$ cat src/common/tile_regs_pkg.sv
// Shared constants and carriers of the tile status and control register bank
package tile_regs_pkg;

    // ------------------------------------------------------------
    // Register numbers and resource identifiers
    // ------------------------------------------------------------
    localparam logic [7:0]  REG_TILE_CONTROL  = 8'h02;
    localparam logic [7:0]  REG_BOOT_STATUS   = 8'h03;
    localparam logic [7:0]  REG_SECURITY      = 8'h05;
    localparam logic [7:0]  REG_RO_CONTROL    = 8'h06;
    localparam logic [7:0]  REG_RO_VALUE0     = 8'h07;
    localparam int          RO_COUNT          = 4;
    localparam int          RID_SHIFT         = 8;
    localparam logic [7:0]  RID_TYPE_PS       = 8'h0c;

    // ------------------------------------------------------------
    // Field positions
    // ------------------------------------------------------------
    localparam int          CTL_DLY_LSB       = 18;
    localparam int          CTL_DLY_MSB       = 25;
    localparam int          CTL_DIV_LSB       = 9;
    localparam int          CTL_DIV_MSB       = 17;
    localparam int          CTL_RGMII_EN      = 8;
    localparam int          CTL_LP_DYN        = 5;
    localparam int          CTL_LP_EN         = 4;
    localparam int          CTL_UTMI          = 2;
    localparam int          CTL_ULPI_HW       = 1;
    localparam int          SEC_WR_DIS        = 31;
    localparam int          SEC_GDBG_DIS      = 14;
    localparam int          SEC_OTP_LOCK_ALL  = 12;
    localparam int          SEC_OTP_LOCK_LSB  = 8;
    localparam int          SEC_OTP_RED       = 7;
    localparam int          SEC_OTP_BOOT      = 5;
    localparam int          SEC_JTAG_CFG_DIS  = 4;
    localparam int          SEC_TAP_DIS       = 0;
    localparam int          ROC_CORE          = 1;
    localparam int          ROC_PERIPH        = 0;

    // Writable bits; all others are reserved and read as zero
    localparam logic [31:0] CTL_WR_MASK       = 32'h03ff_ff36;
    localparam logic [31:0] SEC_WR_MASK       = 32'h8000_5fb1;
    localparam logic [1:0]  ROC_WR_MASK       = 2'h3;

    // ------------------------------------------------------------
    // Reset values
    // ------------------------------------------------------------
    localparam logic [31:0] CTL_RST           = 32'h0000_0000;
    localparam logic [31:0] SEC_RST           = 32'h0000_0000;
    localparam logic [1:0]  ROC_RST           = 2'h0;

    // ------------------------------------------------------------
    // Carriers
    // ------------------------------------------------------------
    typedef struct packed {
        logic        valid;
        logic        write;
        logic [15:0] rid;
        logic [31:0] wdata;
    } ps_req_t;

    typedef struct packed {
        logic        ack;
        logic        err;
        logic [31:0] rdata;
    } ps_rsp_t;

    typedef struct packed {
        logic [7:0]  proc_num;
        logic        mode_override;
        logic        core1_off;
        logic        skip_otp_poll;
        logic        from_ram;
        logic        from_jtag;
        logic [1:0]  pll_mode;
    } boot_pins_t;

    typedef struct packed {
        logic        global_debug_block;
        logic        otp_lock_all;
        logic [3:0]  otp_lock;
        logic        otp_redundancy;
        logic        boot_from_otp;
        logic        jtag_cfg_block;
        logic        jtag_tap_block;
    } sec_ctl_t;

endpackage

$ cat src/verilog/tile_status_control_regs.sv
// Processor status register bank of one tile with clock and oscillator logic
//
// Overview of operation
// RQ1 - Transmit data delayed by field cycles
// RQ2 - Transmit clock toggles at divider compare points
// RQ3 - Software programs divider as ratio minus one
// RQ4 - Bit eight enables the RGMII ports
// RQ5 - Dynamic divider acts only when threads paused
// RQ6 - Bit four enables low-power clock divider
// RQ7 - Bit two selects UTMI, else ULPI
// RQ8 - Bit one enables ULPI hardware support
// RQ9 - Boot status read-only, shows processor number
// RQ10 - Boot status shows mode pins and sources
// RQ11 - Boot status shows core1 off, skip poll
// RQ12 - Write-disable bit locks security register
// RQ13 - Security bits lock all or single sectors
// RQ14 - Security bits block global debug, TAP
// RQ15 - Security bits: redundancy, OTP boot, JTAG block
// RQ16 - Security register loaded from OTP word
// RQ17 - Four oscillators with counters, software started
// RQ18 - Read counters ten cycles after stopping
// RQ19 - Control bits enable core, peripheral oscillators
// RQ20 - Oscillators asynchronous, counts give random bits
// RQ21 - Sixteen-bit counters survive system reset
// RQ22 - Resource identifier is number shifted, ORed
// RQ23 - Reserved bits zero, locked writes ignored
`timescale 1ns/100ps

module tile_status_control_regs
    import tile_regs_pkg::*;
#(
    parameter int TXD_W    = 5,
    parameter int DLY_LEN  = 256,
    parameter int LP_DIV   = 4,
    parameter int RO_W     = 16
) (
    input  wire logic             clk,
    input  wire logic             srst,
    input  wire logic             ce,
    input  wire ps_req_t          ps_req,
    output ps_rsp_t               ps_rsp,
    input  wire boot_pins_t       boot_pins,
    input  wire logic             otp_load,
    input  wire logic [31:0]      otp_sec_word,
    input  wire logic             all_threads_paused,
    input  wire logic [TXD_W-1:0] tx_data_i,
    output logic [TXD_W-1:0]      tx_data_o,
    output logic                  tx_clk_o,
    output logic                  rgmii_en_o,
    output logic                  lp_div_active_o,
    output logic                  core_clk_en_o,
    output logic                  utmi_sel_o,
    output logic                  ulpi_hw_en_o,
    output sec_ctl_t              sec_ctl_o,
    output logic                  ro_en_core_o,
    output logic                  ro_en_periph_o,
    input  wire logic [3:0]       ro_tick
);

    // ------------------------------------------------------------
    // State
    // ------------------------------------------------------------
    typedef struct packed {
        logic [31:0]                       ctl;
        logic [31:0]                       sec;
        logic [1:0]                        roc;
        logic [RO_COUNT-1:0][RO_W-1:0]     ro_cnt;
        logic [8:0]                        div_cnt;
        logic                              tx_clk;
        logic [DLY_LEN-1:0][TXD_W-1:0]     dly_line;
        logic [TXD_W-1:0]                  tx_data;
        logic [7:0]                        lp_cnt;
        logic                              core_clk_en;
        ps_rsp_t                           rsp;
    } state_t;

    // Ring counters have no reset, so their start value comes from here
    state_t st_r = '0;
    state_t st_nxt;

    // ------------------------------------------------------------
    // Decoding helpers
    // ------------------------------------------------------------
    function automatic logic is_ps_rid(input logic [15:0] rid);
        return rid[7:0] == RID_TYPE_PS;                           // RQ22
    endfunction

    function automatic logic [7:0] reg_num(input logic [15:0] rid);
        return rid[15:RID_SHIFT];                                 // RQ22
    endfunction

    function automatic logic mapped(input logic [15:0] rid);
        logic [7:0] n;
        n = reg_num(rid);
        return is_ps_rid(rid) &&
               (n == REG_TILE_CONTROL || n == REG_BOOT_STATUS ||
                n == REG_SECURITY || n == REG_RO_CONTROL ||
                (n >= REG_RO_VALUE0 &&
                 n < REG_RO_VALUE0 + 8'(RO_COUNT)));
    endfunction

    wire logic [7:0] dly_val  = st_r.ctl[CTL_DLY_MSB:CTL_DLY_LSB];
    wire logic [8:0] div_val  = st_r.ctl[CTL_DIV_MSB:CTL_DIV_LSB];
    wire logic       lp_act   = st_r.ctl[CTL_LP_EN] &&
                                (!st_r.ctl[CTL_LP_DYN] ||
                                 all_threads_paused);             // RQ5 RQ6

    function automatic logic [31:0] read_word(input logic [7:0] n,
                                              input state_t s);
        logic [31:0] w;
        logic [7:0]  idx;
        w   = 32'h0000_0000;
        idx = n - REG_RO_VALUE0;
        case (n)
            REG_TILE_CONTROL: w = s.ctl & CTL_WR_MASK;            // RQ23
            REG_BOOT_STATUS: begin
                w[23:16] = boot_pins.proc_num;                    // RQ9
                w[8]     = boot_pins.mode_override;               // RQ10
                w[5]     = boot_pins.core1_off;                   // RQ11
                w[4]     = boot_pins.skip_otp_poll;               // RQ11
                w[3]     = boot_pins.from_ram;                    // RQ10
                w[2]     = boot_pins.from_jtag;                   // RQ10
                w[1:0]   = boot_pins.pll_mode;                    // RQ10
            end
            REG_SECURITY:     w = s.sec & SEC_WR_MASK;            // RQ23
            REG_RO_CONTROL:   w[1:0] = s.roc;
            default: begin
                if (n >= REG_RO_VALUE0 &&
                    n < REG_RO_VALUE0 + 8'(RO_COUNT)) begin
                    w[RO_W-1:0] = s.ro_cnt[idx[1:0]];             // RQ21
                end
            end
        endcase
        return w;
    endfunction

    // ------------------------------------------------------------
    // Next state
    // ------------------------------------------------------------
    always_comb begin
        logic       wr;
        logic [7:0] n;
        wr     = ps_req.valid && ps_req.write && mapped(ps_req.rid);
        n      = reg_num(ps_req.rid);
        st_nxt = st_r;

        // Register access; the boot status word has no write path
        st_nxt.rsp.ack   = ps_req.valid;
        st_nxt.rsp.err   = ps_req.valid && !mapped(ps_req.rid);
        st_nxt.rsp.rdata = 32'h0000_0000;
        if (ps_req.valid && !ps_req.write && mapped(ps_req.rid)) begin
            st_nxt.rsp.rdata = read_word(n, st_r);                // RQ9
        end
        if (wr && n == REG_TILE_CONTROL) begin
            st_nxt.ctl = ps_req.wdata & CTL_WR_MASK;              // RQ4 RQ7 RQ8
        end
        if (wr && n == REG_RO_CONTROL) begin
            st_nxt.roc = ps_req.wdata[1:0] & ROC_WR_MASK;         // RQ19
        end
        // Once write-disable is set only a reset or an OTP load with bit 31 clear reopens the register
        if (wr && n == REG_SECURITY && !st_r.sec[SEC_WR_DIS]) begin
            st_nxt.sec = ps_req.wdata & SEC_WR_MASK;              // RQ12 RQ23
        end
        // The OTP copy is hardware and wins over a software write
        if (otp_load) begin
            st_nxt.sec = otp_sec_word & SEC_WR_MASK;              // RQ16
        end

        // Ring oscillator counters; ticks arrive from the free oscillators
        for (int i = 0; i < RO_COUNT; i++) begin
            if (ro_tick[i] &&
                st_r.roc[(i < 2) ? ROC_CORE : ROC_PERIPH]) begin  // RQ17 RQ20
                st_nxt.ro_cnt[i] = st_r.ro_cnt[i] + RO_W'(1);
            end
        end

        // Transmit clock divider
        if (st_r.div_cnt >= div_val) begin
            st_nxt.div_cnt = 9'h000;
        end else begin
            st_nxt.div_cnt = st_r.div_cnt + 9'h001;
        end
        if (st_r.div_cnt == div_val) begin
            st_nxt.tx_clk = 1'b1;                                 // RQ2
        end else if (st_r.div_cnt == (div_val >> 1)) begin
            st_nxt.tx_clk = 1'b0;                                 // RQ2
        end

        // Transmit data delay line
        st_nxt.dly_line = {st_r.dly_line[DLY_LEN-2:0], tx_data_i};
        if (dly_val == 8'h00) begin
            st_nxt.tx_data = tx_data_i;                           // RQ1
        end else begin
            st_nxt.tx_data = st_r.dly_line[dly_val - 8'h01];      // RQ1
        end

        // Low-power divider: a core clock enable every LP_DIV cycles
        if (lp_act) begin
            if (st_r.lp_cnt >= 8'(LP_DIV - 1)) begin
                st_nxt.lp_cnt      = 8'h00;
                st_nxt.core_clk_en = 1'b1;                        // RQ5 RQ6
            end else begin
                st_nxt.lp_cnt      = st_r.lp_cnt + 8'h01;
                st_nxt.core_clk_en = 1'b0;
            end
        end else begin
            st_nxt.lp_cnt      = 8'h00;
            st_nxt.core_clk_en = 1'b1;
        end
    end

    // ------------------------------------------------------------
    // Registers
    // ------------------------------------------------------------
    // Counters stay across reset so that entropy gathered is not lost
    always_ff @(posedge clk) begin
        if (srst) begin
            st_r             <= '0;
            st_r.ctl         <= CTL_RST;
            st_r.sec         <= SEC_RST;
            st_r.roc         <= ROC_RST;
            st_r.core_clk_en <= 1'b1;
            st_r.ro_cnt      <= st_r.ro_cnt;                      // RQ21
        end else if (ce) begin
            st_r <= st_nxt;
        end
    end

    // ------------------------------------------------------------
    // Outputs
    // ------------------------------------------------------------
    assign ps_rsp          = st_r.rsp;
    assign tx_data_o       = st_r.tx_data;
    assign tx_clk_o        = st_r.tx_clk;
    assign rgmii_en_o      = st_r.ctl[CTL_RGMII_EN];              // RQ4
    assign lp_div_active_o = lp_act;
    assign core_clk_en_o   = st_r.core_clk_en;
    assign utmi_sel_o      = st_r.ctl[CTL_UTMI];                  // RQ7
    assign ulpi_hw_en_o    = st_r.ctl[CTL_ULPI_HW];               // RQ8
    assign ro_en_core_o    = st_r.roc[ROC_CORE];                  // RQ19
    assign ro_en_periph_o  = st_r.roc[ROC_PERIPH];                // RQ19
    assign sec_ctl_o.global_debug_block = st_r.sec[SEC_GDBG_DIS]; // RQ14
    assign sec_ctl_o.otp_lock_all   = st_r.sec[SEC_OTP_LOCK_ALL]; // RQ13
    assign sec_ctl_o.otp_lock       =
        st_r.sec[SEC_OTP_LOCK_LSB+3:SEC_OTP_LOCK_LSB];            // RQ13
    assign sec_ctl_o.otp_redundancy = st_r.sec[SEC_OTP_RED];      // RQ15
    assign sec_ctl_o.boot_from_otp  = st_r.sec[SEC_OTP_BOOT];     // RQ15
    assign sec_ctl_o.jtag_cfg_block = st_r.sec[SEC_JTAG_CFG_DIS]; // RQ15
    assign sec_ctl_o.jtag_tap_block = st_r.sec[SEC_TAP_DIS];      // RQ14

    // ------------------------------------------------------------
    // Assertions
    // ------------------------------------------------------------
    wire logic wr_ctl = ps_req.valid && ps_req.write &&
                        ps_req.rid == {REG_TILE_CONTROL, RID_TYPE_PS};
    wire logic wr_sec = ps_req.valid && ps_req.write &&
                        ps_req.rid == {REG_SECURITY, RID_TYPE_PS};
    wire logic rd_boot = ps_req.valid && !ps_req.write &&
                         ps_req.rid == {REG_BOOT_STATUS, RID_TYPE_PS};
    wire logic rd_roc = ps_req.valid && !ps_req.write &&
                        ps_req.rid == {REG_RO_CONTROL, RID_TYPE_PS};

    AST_TXCLK_HIGH: assert property (@(posedge clk) disable iff (srst) // RQ2
        ce && st_r.div_cnt == div_val |=> tx_clk_o)
        else $error("tx clock not high at divider value");
    AST_TXCLK_LOW: assert property (@(posedge clk) disable iff (srst) // RQ2
        ce && st_r.div_cnt == (div_val >> 1) && st_r.div_cnt != div_val
        |=> !tx_clk_o)
        else $error("tx clock not low at half divider value");
    AST_TXD_DELAY: assert property (@(posedge clk) disable iff (srst) // RQ1
        (ce && dly_val == 8'h02)[*3] |=> tx_data_o == $past(tx_data_i, 3))
        else $error("tx data delay wrong");
    AST_RGMII_EN: assert property (@(posedge clk) disable iff (srst) // RQ4
        ce && wr_ctl |=> rgmii_en_o == $past(ps_req.wdata[CTL_RGMII_EN]))
        else $error("rgmii enable not taken from write");
    AST_LP_STATIC: assert property (@(posedge clk) disable iff (srst) // RQ6
        st_r.ctl[CTL_LP_EN] && !st_r.ctl[CTL_LP_DYN] |-> lp_div_active_o)
        else $error("static divider not active");
    AST_LP_DYN_IDLE: assert property (@(posedge clk) disable iff (srst) // RQ5
        st_r.ctl[CTL_LP_DYN] && !all_threads_paused |-> !lp_div_active_o)
        else $error("dynamic divider active while threads run");
    AST_SEC_LOCK: assert property (@(posedge clk) disable iff (srst) // RQ12
        ce && st_r.sec[SEC_WR_DIS] && wr_sec && !otp_load
        |=> $stable(st_r.sec))
        else $error("locked security register changed");
    AST_BOOT_READ: assert property (@(posedge clk) disable iff (srst) // RQ9
        ce && rd_boot |=> ps_rsp.ack && !ps_rsp.err &&
        ps_rsp.rdata[23:16] == $past(boot_pins.proc_num) &&
        ps_rsp.rdata[1:0] == $past(boot_pins.pll_mode))
        else $error("boot status read wrong");
    AST_RO_HOLD: assert property (@(posedge clk) disable iff (srst) // RQ19
        ce && st_r.roc == 2'h0 |=> $stable(st_r.ro_cnt))
        else $error("stopped oscillator counter moved");
    AST_RESV_ZERO: assert property (@(posedge clk) disable iff (srst) // RQ23
        ce && rd_roc |=> ps_rsp.rdata[31:2] == 30'h0000_0000)
        else $error("reserved bits not zero");
    AST_UNMAPPED: assert property (@(posedge clk) disable iff (srst) // RQ22
        ce && ps_req.valid && !is_ps_rid(ps_req.rid) |=> ps_rsp.err)
        else $error("bad resource id not refused");

    COV_SEC_LOCKED_WRITE: cover property (@(posedge clk) disable iff (srst)
        ce && st_r.sec[SEC_WR_DIS] && wr_sec);
    COV_LP_DYNAMIC: cover property (@(posedge clk) disable iff (srst)
        st_r.ctl[CTL_LP_DYN] && lp_div_active_o);
    COV_RO_COUNT: cover property (@(posedge clk) disable iff (srst)
        ce && ro_tick[0] && ro_en_core_o);
    COV_TXCLK_RISE: cover property (@(posedge clk) disable iff (srst)
        $rose(tx_clk_o));

endmodule

$ cat config.mk
export PLATFORM = sky130hd
export DESIGN_NAME = tile_status_control_regs
export DESIGN_NICKNAME = d
export VERILOG_FILES = /design/src/common/tile_regs_pkg.sv /design/src/verilog/tile_status_control_regs.sv
export SDC_FILE = /design/constraint.sdc
export NUM_CORES = 2
export LEC_CHECK = 0
export ABC_CLOCK_PERIOD_IN_PS = 5210
export BUFFER_PORTS_ARGS = -buffer_cell sky130_fd_sc_hd__buf_4
export CAP_MARGIN = 5
export CORE_MARGIN = 2
export CORE_UTILIZATION = 55
export CTS_CLUSTER_DIAMETER = 30
export DETAILED_ROUTE_END_ITERATION = 8
export PLACE_DENSITY = 0.77
export SLEW_MARGIN = 10
export SYNTH_ARGS = -nofsm -noshare
export SYNTH_HDL_FRONTEND = slang
export SYNTH_SLANG_ARGS = --single-unit
$ cat constraint.sdc
create_clock -name clk -period 5.21 [get_ports clk]
set_input_delay 0.2605 -clock clk [delete_from_list [all_inputs] [get_ports clk]]
set_output_delay 0.2605 -clock clk [all_outputs]
set_load 0.01 [all_outputs]
# [Word level (Yosys, flattened, before mapping)]
# Index checks and enable logic that the tools add are counted.
[classes] add_sub_neg=8 n_lt_le_gt_ge=6 n_eq_ne=7 mux=21 n_bitwise=1 n_reduce_logical=38
[op_table] operator="2-to-1 mux 32 bit" count=3
[op_table] operator="adder 16 x 1 -> 16 bit (second input constant)" count=4
[op_table] operator="binary-select mux 5 bit (select 8 bit)" count=1
[op_table] operator="binary-select mux 16 bit (select 2 bit)" count=1
[op_table] operator="2-to-1 mux 16 bit" count=2
[op_table] operator="one-hot mux 8 bit (2 select lines)" count=2
[op_table] operator="2-to-1 mux 9 bit" count=3
[op_table] operator="one-hot mux 7 bit (3 select lines)" count=1
[op_table] operator="equality test 8 x 2 -> 1 bit (second input constant)" count=2
[op_table] operator="equality test 8 x 3 -> 1 bit (second input constant)" count=2
[op_table] operator="logical AND 1 bit" count=16
[op_table] operator="one-hot mux 4 bit (4 select lines)" count=1
[op_table] operator="AND reduction 3 bit" count=4
[op_table] operator="2-to-1 mux 5 bit" count=2
[op_table] operator="adder 9 x 1 -> 9 bit (second input constant)" count=1
[op_table] operator="equality test 9 x 8 -> 1 bit" count=1
[op_table] operator="equality test 9 bit" count=1
[op_table] operator="greater-or-equal comparator 9 bit" count=1
[op_table] operator="< comparator 8 x 9 -> 1 bit (second input constant)" count=1
[op_table] operator="adder 8 x 1 -> 8 bit (second input constant)" count=1
[op_table] operator="equality test 8 x 4 -> 1 bit (second input constant)" count=1
[op_table] operator="greater-or-equal comparator 8 x 2 -> 1 bit (second input constant)" count=1
[op_table] operator="greater-or-equal comparator 8 x 3 -> 1 bit (second input constant)" count=1
[op_table] operator="zero test 8 bit" count=1
[op_table] operator="other kinds (15)" count=27
[totals] regBits=1458 in_bits=111 word_cells=352

# [Depth between registers and ports, before layout]
[logic_depth] depth_word=11 mapped_depth=16 ltp_nobuf=10

# [Worst setup path after synthesis]
# Ideal clock, no wire load.
[synth_path] kind="register to register" startpoint="register st_r (netlist bit dly_val[0])" endpoint="register st_r (netlist bit tx_data_o[1])" setup_ps=116 arrival_ps=3709 slack_ps=1385 path_stages_with_launch=16 n_path_buf=8 path_cell_list="dfxtp_1 > buf_6 > buf_6 > buf_4 > buf_2 > inv_1 > ha_1 > buf_2 > buf_2 > buf_1 > clkbuf_1 > mux4_2 > mux4_2 > a22oi_1 > nand4_1 > and3_1"
[synth_between] elab_chain_len=4 elab_cells_between_ends=5
[synth_lines] element="start, declared" line_no="tile_status_control_regs.sv:78" source="state_t st_r = '0;"
[synth_lines] element="start signal, assigned" line_no="tile_status_control_regs.sv:225" source="st_r <= st_nxt;"
[synth_lines] element="subtractor 8 x 1 -> 8 bit" line_no="tile_status_control_regs.sv:194" source="st_nxt.tx_data = st_r.dly_line[dly_val - 8'h01];"
[synth_lines] element="binary-select mux 5 bit (select 8 bit)" line_no="tile_status_control_regs.sv:194"
[synth_lines] element="2-to-1 mux 5 bit (not written as such)" line_no="tile_status_control_regs.sv:194"
[synth_lines] element="2-to-1 mux 5 bit *" line_no="tile_status_control_regs.sv:191" source="if (dly_val == 8'h00) begin"
# Mark *: on every way between the ends. The rest lies on a longest branch, timed or not. The select of a mux whose other input is x is not followed.
# A chain may end at the register's enable or synchronous reset.

# [Worst setup path after layout]
[layout_path] startpoint="register st_r (netlist bit dly_val[0])" endpoint="register st_r (netlist bit tx_data_o[4])"
# The elaborated chain is that of the path after synthesis.

==> impl_metrics.tcl <==
set metrics [dict create \
    cts-root-buf "clkbuf_16" \
    max_cap_viol_count 0 \
    timing.hold.ws_ns 0.101 \
    hold_buffers 110 \
    fin_util_pct 66.3 \
    layout_common_cells "1367 x dfxtp_1, 1326 x nor2_1, 1295 x mux2i_1, 414 x mux4_2, 282 x clkbuf_16" \
    dieWidth_um 341 \
    critPathMaxFanout 25 \
    wl_mm 141 \
    globalplace.congestion 0.860 \
    final_common_cell "dfxtp_1" \
    io_buffers 134 \
    avgViaCountPerCell 5.78 \
    grt_overflow 0 \
    drv_slew 0 \
    ys_seq_elements 1432 \
    crit_slowest_cell "xor2_4" \
    relSlewSlack_pct 16.0 \
    leakagePower_nw 30.5 \
    r2r-end "tx_data_o[4]" \
    synth_ff_type "dfxtp_1" \
    cp.required_ns 5.92 \
    holdCritStartpoint "ps_req[40]" \
    r2r_cells 10 \
    grt_pass1_vias 43095 \
    path_cells "inv_1, ha_1, nor3b_4, xor2_4, buf_4, mux4_2, a22oi_1, nand2_1, nor4_1, a211oi_1" \
    seq_area_frac_synth_pct 46.9 \
    clk-insertion-delay-late_ns 0.87 \
    antenna_found_initial 5 \
    cts-resized-gates 0 \
    worst_slew_pin_slew_ns 1.26 \
    vias 42570 \
    wl_per_cell_um 19.1 \
    cts_tree "done" \
    detailed_place_hpwl_mm 77.8 \
    worst-path-buf-inv 2 \
    finalCritPeriodShare_pct 81.6 \
    cp_top_family "simple AND/OR/NAND/NOR gates" \
    ys_async_sr_fraction_pct 0 \
    antenna_cells 0 \
    nets 5791 \
    synth-edff-count 64 \
    critPathMaxStageDelay_ns 0.81 \
    max_freq_mhz 235 \
    hold_end "ps_rsp[9]" \
    cp-start-kind "flop" \
    tns_ns 0 \
    end_kind "flop" \
    start_util_pct 55.5 \
    io_pins 168 \
    r2r_start "dly_val[0]" \
    cts_buffers 278 \
    cts.reportedPaths.clkPinSlew_ns 0.05 \
    area_delta_synth_final_pct 19.4 \
    synth_cells 5529 \
    power.density_mw_per_mm2 396 \
    finalClockSkew_ns 0.0591 \
    rows 123 \
    fin_crit_ns 4.25 \
    clock_sinks 1432 \
    drc 0 \
    rsz0062_at_grt "no" \
    drtPass1Iterations 6 \
    dieArea_mm2 0.116 \
    status "complete, no violations" \
    htree_levels 5 \
    min_path_type "in -> reg" \
    crit_arrival_ns 4.96 \
    power_mw 29.5 \
    critical_path_class "reg -> reg" \
    drt-initial-drc-count 3443 \
    grt_max_degree 227 \
    drtAntennaViolNets 0 \
    grt_pass1_wl_mm 228 \
    die-height_um 341 \
    setup_viol 0 \
    drive_gt1_share_pct 18.7 \
    synth_cell_type_count 64 \
    r2r_slack_ns 0.96 \
    ir_drop_mv 0.336 \
    grt_use_total_pct 23.9 \
    synthesis.area_mm2 0.0624 \
    hold_viol_final 0 \
    dpl.cell_count 6770 \
    holdPathStages 4 \
    post_cts_buffers 0 \
    clockBufferDepth 4 \
    syn_area_per_cell_um2 11.3 \
    core-area_mm2 0.112 \
    final_cells 7364 \
    yosysWarnings 0 \
]
-- kinds of logic after synthesis --
group / count (synthesis) / synth area share, %
mux: 1711 / 35.8
simple gates: 1619 / 10.3
fa+ha+maj: 20 / 0.401
buf+inv: 490 / 3.55
other cells: 1 / 0.00601
xor+xnor: 83 / 1.18
compound gates: 173 / 1.85
flops: 1432 / 46.9
-- tightest hold or removal path, delay by kind of cell --
kind                   cells  cell delay [ns]
muxes                      1             0.25
buffers and inverters      1             0.20
AOI/OAI and AO/OA          2             0.19
-- layer usage --
layer  GRT usage, %  vias up  share of wire, %
li1               -    19947                 -
met1           30.3    21024                42
met2           39.7     1232                48
met3           4.90      365               5.8
met4           10.3        2               3.6
met5              0        -            0.0050
-- how the worst max path moves through the flow --
stage                from            to  slack, ns  depth (start not counted)
3_5_place_dp   dly_val[0]  tx_data_o[4]       0.93                         10
4_1_cts        dly_val[0]  tx_data_o[4]       0.93                         10
3_3_place_gp   dly_val[0]  tx_data_o[4]       0.96                         10
6_report       dly_val[0]  tx_data_o[4]       0.96                         10
5_1_grt        dly_val[0]  tx_data_o[4]       0.68                         10
2_1_floorplan  dly_val[0]  tx_data_o[1]       1.39                         15
-- cell usage after synthesis, types with 33 or more instances --
cell type  number  area share, %
a21oi_1        43           0.34
buf_1         105           0.63
buf_2          34           0.27
buf_4          63           0.76
clkbuf_1      249            1.5
dfxtp_1      1368             44
edfxtp_1       64            3.1
mux2i_1      1295             21
mux4_2        414             15
nand2_1       143           0.86
nand3_1        35           0.28
nor2_1       1328            8.0
o21ai_0        38           0.30
xnor2_1        49           0.69
xor2_1         33           0.46
-- stage by stage --
step	setup slack (ns)	instance area (um2)
after CTS	0.927	74600
after global routing	0.677	74600
after detailed placement	0.932	64100
final	0.956	74600
after global placement	0.957	64100
after floorplan	1.39	62500
-- layout make-up --
type / count / area (um2)
fillers: 7677 / 37900
multi-input cells: 3611 / 31000
flip-flops and latches: 1432 / 29300
clock buffers: 336 / 7550
repair buffers: 311 / 2900
well taps: 1500 / 1880
clock inverters: 148 / 1780
inverters: 26 / 97.6
-- state kept, by name, indices dropped and copies added (netlist names) --
register / cells
ro_en_core_o: 1
st_nxt: 1275
tx_data_o: 5
tx_clk_o: 1
ulpi_hw_en_o: 1
st_r: 89
sec_ctl_o: 10
rgmii_en_o: 1
div_val: 9
core_clk_en_o: 1
ps_rsp: 29
utmi_sel_o: 1
dly_val: 8
ro_en_periph_o: 1
-- power breakdown --
group          switching [mW]  internal, mW
clock network            5.83          11.8
registers              0.0210          11.1
logic                   0.512         0.351
total                    6.36          23.2
(Power assumes the default switching activity.)
